==> src/verilog/pmap_defs.svh <==
/*
 * named offsets, field positions and fixed words of the paged register map.
 * assumes: included by bare name wherever a number is needed.
 */
`ifndef PMAP_DEFS_SVH
`define PMAP_DEFS_SVH

// ****************************************************************
// widths and command word layout
// ****************************************************************
`define PMAP_WORD_W 16
`define PMAP_RES_W 12
`define PMAP_IDX_W 6
`define PMAP_PG_W 4
`define PMAP_CMD_RW 15
`define PMAP_CMD_PG_HI 14
`define PMAP_CMD_PG_LO 11
`define PMAP_CMD_AD_HI 10
`define PMAP_CMD_AD_LO 5
`define PMAP_BIT_LAST 4'hF
`define PMAP_BIT_FIRST 4'h0

// ****************************************************************
// pages and fixed answers
// ****************************************************************
`define PMAP_PAGE_RES 4'h0
`define PMAP_PAGE_TSC 4'h1
`define PMAP_PAGE_AUD 4'h2
`define PMAP_LAST_IDX 6'h1F
`define PMAP_PAGE_DEPTH 32
`define PMAP_PAST_END 16'hFFFF
`define PMAP_ZERO_WORD 16'h0000
`define PMAP_RES_PAD 4'h0
`define PMAP_RES_SLOTS 11

// ****************************************************************
// page zero result offsets
// ****************************************************************
`define PMAP_HORIZ_OFS 6'h00
`define PMAP_VERT_OFS 6'h01
`define PMAP_PRESS1_OFS 6'h02
`define PMAP_PRESS2_OFS 6'h03
`define PMAP_CELL1_OFS 6'h05
`define PMAP_CELL2_OFS 6'h06
`define PMAP_SPARE_OFS 6'h07
`define PMAP_THERM1_OFS 6'h09
`define PMAP_THERM2_OFS 6'h0A

// ****************************************************************
// page one and page two offsets
// ****************************************************************
`define PMAP_TSC_ADC_OFS 6'h00
`define PMAP_TSC_STAT_OFS 6'h01
`define PMAP_TSC_REF_OFS 6'h03
`define PMAP_TSC_RST_OFS 6'h04
`define PMAP_TSC_CFG_OFS 6'h05
`define PMAP_AUD_CTL1_OFS 6'h00
`define PMAP_AUD_VOL_OFS 6'h02
`define PMAP_AUD_LO_OFS 6'h04
`define PMAP_AUD_HI_OFS 6'h1D
`define PMAP_PEN_BIT 15
`define PMAP_IDLE_BIT 14

`endif

==> src/verilog/pmap_pkg.sv <==
/*
 * types of the paged register map: state enum and state records.
 * assumes: pmap_defs.svh is on the include path.
 */
`include "pmap_defs.svh"

package pmap_pkg;

  // ****************************************************************
  // serial frame states
  // ****************************************************************
  typedef enum logic [2:0]
  {
    PMAP_ST_IDLE = 3'h1,
    PMAP_ST_CMD = 3'h2,
    PMAP_ST_DATA = 3'h4
  } pmap_state_t;

  typedef logic [`PMAP_WORD_W-1:0] pmap_word_t;

  typedef struct packed
  {
    pmap_state_t st;
    logic sclk_prev;
    logic [3:0] bit_cnt;
    pmap_word_t rx_sh;
    pmap_word_t tx_sh;
    logic rd_mode;
    logic [`PMAP_PG_W-1:0] page;
    logic [`PMAP_IDX_W-1:0] ptr;
    logic past_end;
    logic load_pend;
    logic miso;
    logic miso_oe;
    logic [`PMAP_PAGE_DEPTH-1:0][`PMAP_WORD_W-1:0] pg1;
    logic [`PMAP_PAGE_DEPTH-1:0][`PMAP_WORD_W-1:0] pg2;
  } pmap_ctl_t;

  typedef struct packed
  {
    logic [`PMAP_RES_SLOTS-1:0][`PMAP_RES_W-1:0] res;
  } pmap_bank_t;

endpackage

==> src/verilog/pmap_bank_if.sv <==
/*
 * link between the serial front end and the page zero result bank.
 * assumes: both ends run on the same clock; rd_data is combinational.
 */
`timescale 1ns/1ps
`include "pmap_defs.svh"

interface pmap_bank_if;
  logic conv_valid;
  logic [`PMAP_IDX_W-1:0] conv_idx;
  logic [`PMAP_RES_W-1:0] conv_data;
  logic [`PMAP_IDX_W-1:0] rd_idx;
  logic [`PMAP_WORD_W-1:0] rd_data;

  modport bank
  (
    input conv_valid,
    input conv_idx,
    input conv_data,
    input rd_idx,
    output rd_data
  );

  modport ctrl
  (
    output conv_valid,
    output conv_idx,
    output conv_data,
    output rd_idx,
    input rd_data
  );
endinterface

==> src/verilog/pmap_paged_regs.sv <==
/*
 * paged register map behind a serial slave port, device side.
 * assumes: sclk, ss_n, mosi are synchronous to mclk and sclk runs at
 * no more than a quarter of mclk; mode is idle-low clock, data taken
 * on the falling edge and driven on the rising edge.
 */
`timescale 1ns/1ps
`include "pmap_defs.svh"

module pmap_paged_regs
  import pmap_pkg::*;
(
  input wire logic mclk,
  input wire logic rst,
  input wire logic sclk,
  input wire logic ss_n,
  input wire logic mosi,
  output logic miso,
  output logic miso_oe,
  input wire logic conv_valid,
  input wire logic [`PMAP_IDX_W-1:0] conv_idx,
  input wire logic [`PMAP_RES_W-1:0] conv_data,
  input wire logic pen_down,
  input wire logic adc_idle,
  output logic [`PMAP_WORD_W-1:0] touch_ctrl
);

  pmap_ctl_t s_ff;
  pmap_ctl_t nxt_s;
  pmap_bank_if bus ();
  logic sclk_rise;
  logic sclk_fall;
  pmap_word_t rx_full;

  pmap_result_bank u_bank
  (
    .mclk(mclk),
    .rst(rst),
    .bus(bus.bank)
  );

  assign bus.conv_valid = conv_valid;
  assign bus.conv_idx = conv_idx;
  assign bus.conv_data = conv_data;
  // read source follows the registered pointer; load is one cycle later
  assign bus.rd_idx = s_ff.ptr;

  assign sclk_rise = sclk & ~s_ff.sclk_prev;
  assign sclk_fall = ~sclk & s_ff.sclk_prev;
  assign rx_full = {s_ff.rx_sh[`PMAP_WORD_W-2:0], mosi};

  assign miso = s_ff.miso;
  assign miso_oe = s_ff.miso_oe;
  assign touch_ctrl = s_ff.pg1[`PMAP_TSC_ADC_OFS];

  // ****************************************************************
  // address map
  // ****************************************************************
  function automatic logic tsc_valid(input logic [`PMAP_IDX_W-1:0] a);
    return a == `PMAP_TSC_ADC_OFS || a == `PMAP_TSC_STAT_OFS ||
           a == `PMAP_TSC_REF_OFS || a == `PMAP_TSC_RST_OFS ||
           a == `PMAP_TSC_CFG_OFS;
  endfunction

  function automatic logic aud_valid(input logic [`PMAP_IDX_W-1:0] a);
    return a == `PMAP_AUD_CTL1_OFS || a == `PMAP_AUD_VOL_OFS ||
           (a >= `PMAP_AUD_LO_OFS && a <= `PMAP_AUD_HI_OFS);
  endfunction

  function automatic pmap_word_t rd_word(
    input logic [`PMAP_PG_W-1:0] pg,
    input logic [`PMAP_IDX_W-1:0] a,
    input logic pe,
    input pmap_word_t r0,
    input pmap_word_t w1,
    input pmap_word_t w2,
    input logic pen,
    input logic idle);
    pmap_word_t w;
    w = `PMAP_ZERO_WORD;
    // beyond page end reads all ones
    if (pe || a > `PMAP_LAST_IDX)
    begin
      w = `PMAP_PAST_END;
    end
    else
    begin
      // page select; reserved pages read zero
      case (pg)
        `PMAP_PAGE_RES: w = r0;
        `PMAP_PAGE_TSC:
        begin
          // status replaces control bits on read
          if (a == `PMAP_TSC_ADC_OFS)
          begin
            w = {pen, idle, w1[`PMAP_IDLE_BIT-1:0]};
          end
          else if (tsc_valid(a))
          begin
            w = w1;
          end
        end
        `PMAP_PAGE_AUD:
        begin
          if (aud_valid(a))
          begin
            w = w2;
          end
        end
        default: w = `PMAP_ZERO_WORD;
      endcase
    end
    return w;
  endfunction

  // ****************************************************************
  // serial frame and register access
  // ****************************************************************
  always_comb
  begin
    nxt_s = s_ff;
    nxt_s.sclk_prev = sclk;
    nxt_s.miso_oe = !ss_n;
    if (ss_n)
    begin
      nxt_s.st = PMAP_ST_IDLE;
      nxt_s.load_pend = 1'b0;
    end
    else
    begin
      case (s_ff.st)
        PMAP_ST_IDLE:
        begin
          // a fresh select always starts with a command word
          nxt_s.st = PMAP_ST_CMD;
          nxt_s.bit_cnt = `PMAP_BIT_FIRST;
          nxt_s.tx_sh = `PMAP_ZERO_WORD;
          nxt_s.past_end = 1'b0;
        end
        PMAP_ST_CMD, PMAP_ST_DATA:
        begin
          if (sclk_rise)
          begin
            nxt_s.miso = s_ff.tx_sh[`PMAP_WORD_W-1];
            nxt_s.tx_sh = {s_ff.tx_sh[`PMAP_WORD_W-2:0], 1'b0};
          end
          if (s_ff.load_pend)
          begin
            nxt_s.load_pend = 1'b0;
            nxt_s.tx_sh = rd_word(s_ff.page, s_ff.ptr, s_ff.past_end,
              bus.rd_data, s_ff.pg1[s_ff.ptr[4:0]],
              s_ff.pg2[s_ff.ptr[4:0]], pen_down, adc_idle);
          end
          if (sclk_fall)
          begin
            nxt_s.rx_sh = rx_full;
            nxt_s.bit_cnt = s_ff.bit_cnt + 4'h1;
            if (s_ff.bit_cnt == `PMAP_BIT_LAST)
            begin
              nxt_s.load_pend = 1'b1;
              nxt_s.st = PMAP_ST_DATA;
              if (s_ff.st == PMAP_ST_CMD)
              begin
                nxt_s.rd_mode = rx_full[`PMAP_CMD_RW];
                nxt_s.page = rx_full[`PMAP_CMD_PG_HI:`PMAP_CMD_PG_LO];
                nxt_s.ptr = rx_full[`PMAP_CMD_AD_HI:`PMAP_CMD_AD_LO];
                nxt_s.past_end = 1'b0;
              end
              else
              begin
                if (!s_ff.rd_mode && !s_ff.past_end &&
                    s_ff.ptr <= `PMAP_LAST_IDX)
                begin
                  // page zero and reserved pages take no writes
                  if (s_ff.page == `PMAP_PAGE_TSC && tsc_valid(s_ff.ptr))
                  begin
                    nxt_s.pg1[s_ff.ptr[4:0]] = rx_full;
                  end
                  if (s_ff.page == `PMAP_PAGE_AUD && aud_valid(s_ff.ptr))
                  begin
                    nxt_s.pg2[s_ff.ptr[4:0]] = rx_full;
                  end
                end
                // advance up to the last location
                if (s_ff.ptr >= `PMAP_LAST_IDX)
                begin
                  nxt_s.past_end = 1'b1;
                end
                else
                begin
                  nxt_s.ptr = s_ff.ptr + 6'h01;
                end
              end
            end
          end
        end
        default: nxt_s.st = PMAP_ST_IDLE;
      endcase
    end
    if (rst)
    begin
      nxt_s = '0;
      nxt_s.st = PMAP_ST_IDLE;
    end
  end

  always_ff @(posedge mclk)
  begin
    s_ff <= nxt_s;
  end
endmodule

==> src/verilog/pmap_result_bank.sv <==
/*
 * page zero: read-only conversion result registers, 12-bit right-justified.
 * assumes: the converter presents one result per conv_valid pulse.
 */
`timescale 1ns/1ps
`include "pmap_defs.svh"

module pmap_result_bank
  import pmap_pkg::*;
(
  input wire logic mclk,
  input wire logic rst,
  pmap_bank_if.bank bus
);

  pmap_bank_t s_ff;
  pmap_bank_t nxt_s;

  function automatic logic is_result(input logic [`PMAP_IDX_W-1:0] a);
    return a == `PMAP_HORIZ_OFS || a == `PMAP_VERT_OFS ||
           a == `PMAP_PRESS1_OFS || a == `PMAP_PRESS2_OFS ||
           a == `PMAP_CELL1_OFS || a == `PMAP_CELL2_OFS ||
           a == `PMAP_SPARE_OFS || a == `PMAP_THERM1_OFS ||
           a == `PMAP_THERM2_OFS;
  endfunction

  // ****************************************************************
  // result storage
  // ****************************************************************
  always_comb
  begin
    // slots change only on a conversion or on reset
    nxt_s = s_ff;
    if (bus.conv_valid && is_result(bus.conv_idx))
    begin
      nxt_s.res[bus.conv_idx[3:0]] = bus.conv_data;
    end
    if (rst)
    begin
      nxt_s = '0;
    end
  end

  always_ff @(posedge mclk)
  begin
    s_ff <= nxt_s;
  end

  // upper nibble zero, reserved reads zero
  assign bus.rd_data = is_result(bus.rd_idx) ?
    {`PMAP_RES_PAD, s_ff.res[bus.rd_idx[3:0]]} : `PMAP_ZERO_WORD;
endmodule
==> config.mk <==
export PLATFORM = sky130hd
export DESIGN_NAME = pmap_paged_regs
export DESIGN_NICKNAME = d
export VERILOG_FILES = /design/src/verilog/pmap_pkg.sv /design/src/verilog/pmap_bank_if.sv /design/src/verilog/pmap_paged_regs.sv /design/src/verilog/pmap_result_bank.sv
export VERILOG_INCLUDE_DIRS = /design/src /design/src/verilog
export SDC_FILE = /design/constraint.sdc
export NUM_CORES = 2
export LEC_CHECK = 0
export BUFFER_PORTS_ARGS = -buffer_cell sky130_fd_sc_hd__clkbuf_2
export CORE_ASPECT_RATIO = 0.7
export CORE_UTILIZATION = 25
export CTS_BUF_LIST = sky130_fd_sc_hd__clkbuf_16
export DETAILED_ROUTE_END_ITERATION = 8
export SLEW_MARGIN = 25
export SYNTH_ARGS = -nofsm -noshare
export SYNTH_HDL_FRONTEND = slang
export SYNTH_SLANG_ARGS = --single-unit
==> constraint.sdc <==
create_clock -name mclk -period 3.3 [get_ports mclk]
set_input_delay 0.66 -clock mclk [delete_from_list [all_inputs] [get_ports mclk]]
set_output_delay 0.66 -clock mclk [all_outputs]
set_load 0.01 [all_outputs]
==> out/summary.txt <==
Buffers on Ports - 43
Crit path max fanout - 23
Postcts setup bufs - 0
Clk slew on worst S/H paths - 0.07 ns
Starting Density - 25.28%
Initial drt markers - 3,939
Core area - 161,100 µm²
GRT overflow - 0
Hold Crit Class - in -> reg
Worst-Margin Slew - 1.111 ns
Yosys cell types - 83
Die Y - 339.7 µm
Clk sinks - 942
Die width - 484.4 µm
Ys flop type - dfxtp_1
GP Congestion - 0.9887
Final design utilization - 28.52%
Final non-filler cell total - 6,663
Synthesized area per cell - 8.801 µm²
Post-synth EDFFs - 0
Pin count of the biggest net entering global routing - 174
Mapped Cells - 4,628
Crit path buf inv count - 3
Critical path's largest stage delay - 0.68 ns
Clock skew - 0.03342 ns
Vias per inst - 5.064
Commonest cells after routing, fill and taps aside - nand2_1 (1,271), dfxtp_1 (922), a21oi_1 (685), mux2i_1 (185), mux4_2 (178)
Critical path launch point type - flop
Final setup viols - 1
Highest metal used - met5
CP top delay family - simple AND/OR/NAND/NOR gates
Ports - 44
Max VDD drop - 369.1 µV
Area of the die - 164,600 µm²
Crit path required time - 3.89 ns
FILL cells - 16,720
Synth Register Bits - 942
Area added between synthesis and finish - 12.83%
Synthesis Warnings - 0
First-pass DRT Iterations - 5
Endpoint type of the worst setup path - flop
DR WL/cell - 20.71 µm
Num rows - 123
CTS tree - yes
Drt drc - 0
Cts hold-fix bufs - 0
Synthesized area - 40,730 µm²
H-tree level count - 3
Outcome - finished, violations left
DR vias - 33,740
Post_cts resized - 0
Critical Path AT - 3.90 ns
Number of global-route vias before repair - 31,300
Layout cells sized above 1 - 14.59%
Static Leak - 14.96 nW
Final Max Slew Viols - 0
TritonCTS Buffers - 84
Synth Net Count - 4,660
Power density of the placed cells - 478.0 nW/µm²
Critical-path cell list - clkinv_1 -> nand2_1 -> buf_12 -> o22ai_1 -> nor4_1 -> buf_4 -> a21oi_1 -> a221oi_1
Met2 wire len - 57,420 µm
Most common cell after layout, fill and taps aside - nand2_1
CP Class - reg -> reg
Final WL - 138,000 µm
Post-DP HPWL - 90,150 µm
ANT nets after route - 0
Relative slew slack - 25.92%
Max Freq - 0.3024 GHz
Violated checks - setup timing
Initial antenna violation count - 6
Post-route setup TNS - -0.006958 ns
Metal3 WL - 15,350 µm
Tot GR Track Use - 16.20%
Metal1 wirelength - 62,350 µm
Max-Cap Viols - 0
Clock Tree Buf Depth - 3
Asr flop ratio synth - 0%
Slowest cell on the critical path - dfxtp_4
Final Cycle Share - 100.2%
First-pass GRT wire length - 205,400 µm
CTS root buf - clkbuf_16
Final WS setup - -0.006958 ns
Placed cell count - 6,508
Worst skew pair latency - 0.69 ns
Final Critical Period - 3.307 ns
Sequential area share after synthesis - 46.30%
Hold Vio Cnt, Final - 0
RSZ-0062 raised after global routing - no
Nets - 4,501
-- final cells by class --
class | instances | area [µm²] | area share, %
diodes | 1 | 2.502 | 0.005446
clock buffers | 87 | 2177 | 4.738
clock inverters | 67 | 609.3 | 1.326
inverters | 10 | 37.54 | 0.08168
multi-input cells | 3189 | 19580 | 42.60
flip-flops and latches | 942 | 18900 | 41.12
well taps | 2125 | 2659 | 5.786
repair buffers | 242 | 1994 | 4.340
-- cell families (layout without fill, tap and decap cells) --
family	count (synthesis)	count (layout)	share of synthesized area (%)
xor+xnor	2	2	0.04302
compound gates	889	889	12.10
buf+inv	497	406	5.738
fa+ha+maj	6	6	0.1843
simple gates	1897	1897	20.36
flops	942	942	46.30
mux	395	395	15.27
other cells	0	1	0
-- worst paths after layout --
check / start / endpoint / slack [ns] / depth (start not counted)
worst max-delay path: bus.rd_idx[3]$_SDFFE_PP0P_ / s_ff[1051]$_SDFFE_PP0P_ / -0.007 / 8
worst min-delay path: sclk / s_ff[1075]$_SDFF_PP0_ / 0.26 / 2
worst max register to register: bus.rd_idx[3]$_SDFFE_PP0P_ / s_ff[1051]$_SDFFE_PP0P_ / -0.007 / 8
worst min register to register: s_ff[171]$_SDFFE_PP0P_ / s_ff[171]$_SDFFE_PP0P_ / 0.45 / 2
-- through the flow --
step | instance area, µm² | hold WS, ns | setup slack, ns | total power [mW]
6_report | 45950 | 0.2609 | -0.006958 | 21.96
5_1_grt | 45950 | 0.2717 | 0.06431 | 22.60
4_1_cts | 45950 | 0.2306 | 0.1927 | 22.07
3_5_place_dp | 43160 | 0.4413 | 0.2279 | 11.96
3_3_place_gp | 43160 | 0.4317 | 0.2531 | 11.96
2_1_floorplan | 40740 | 0.4198 | 0.01279 | 11.87
-- Yosys cell counts (all sizes together), types with 3 or more instances --
master,instances,area share [%]
nand2,1272,12
dfxtp,942,46
a21oi,685,8.4
clkbuf,279,2.6
buf,208,3.1
nor2,205,2.4
mux2i,185,4.5
mux4,178,9.8
nand3,158,1.9
nor2b,154,2.4
o21ai,38,0.47
mux2,32,0.88
o22ai,30,0.46
nor3,24,0.35
a211oi,20,0.37
a221oi,18,0.39
a22oi,18,0.33
or2,18,0.28
nand2b,17,0.26
a2111oi,13,0.28
a31oi,12,0.18
inv,9,0.083
and2,8,0.12
nand4,8,0.19
o2111ai,7,0.15
a32oi,6,0.13
ha,6,0.18
nor4,6,0.14
and3,5,0.077
nor3b,5,0.12
o211ai,5,0.092
a311oi,4,0.086
o21a,4,0.074
or3,4,0.074
a221o,3,0.074
a41oi,3,0.065
nand3b,3,0.055
nor4b,3,0.12
o221ai,3,0.065
o311a,3,0.10
-- state kept, by name (all words and copies together), names as in the netlist --
signal and cells:
s_ff 771, u_bank.s_ff 132, miso 1, rx_full 15, bus.rd_idx 6, touch_ctrl 16
miso_oe 1
-- report_power, final --
group | total (mW) | switching (mW) | leakage [nW] | internal, mW
Combinational | 0.334 | 0.273 | 5.95 | 0.0605
Sequential | 11.4 | 0.00810 | 7.60 | 11.4
Clock | 10.3 | 4.65 | 1.42 | 5.61
Total | 22.0 | 4.93 | 15.0 | 17.0
-- layer usage --
| layer | GRT usage, % | vias up |
|---|---|---|
| met2 | 22.94 | 1525 |
| met4 | 3.706 | 4 |
| li1 | - | 15400 |
| met3 | 5.268 | 205 |
| met5 | 0.7388 | - |
| met1 | 23.39 | 16610 |
Power figures use the tool's default switching activity.
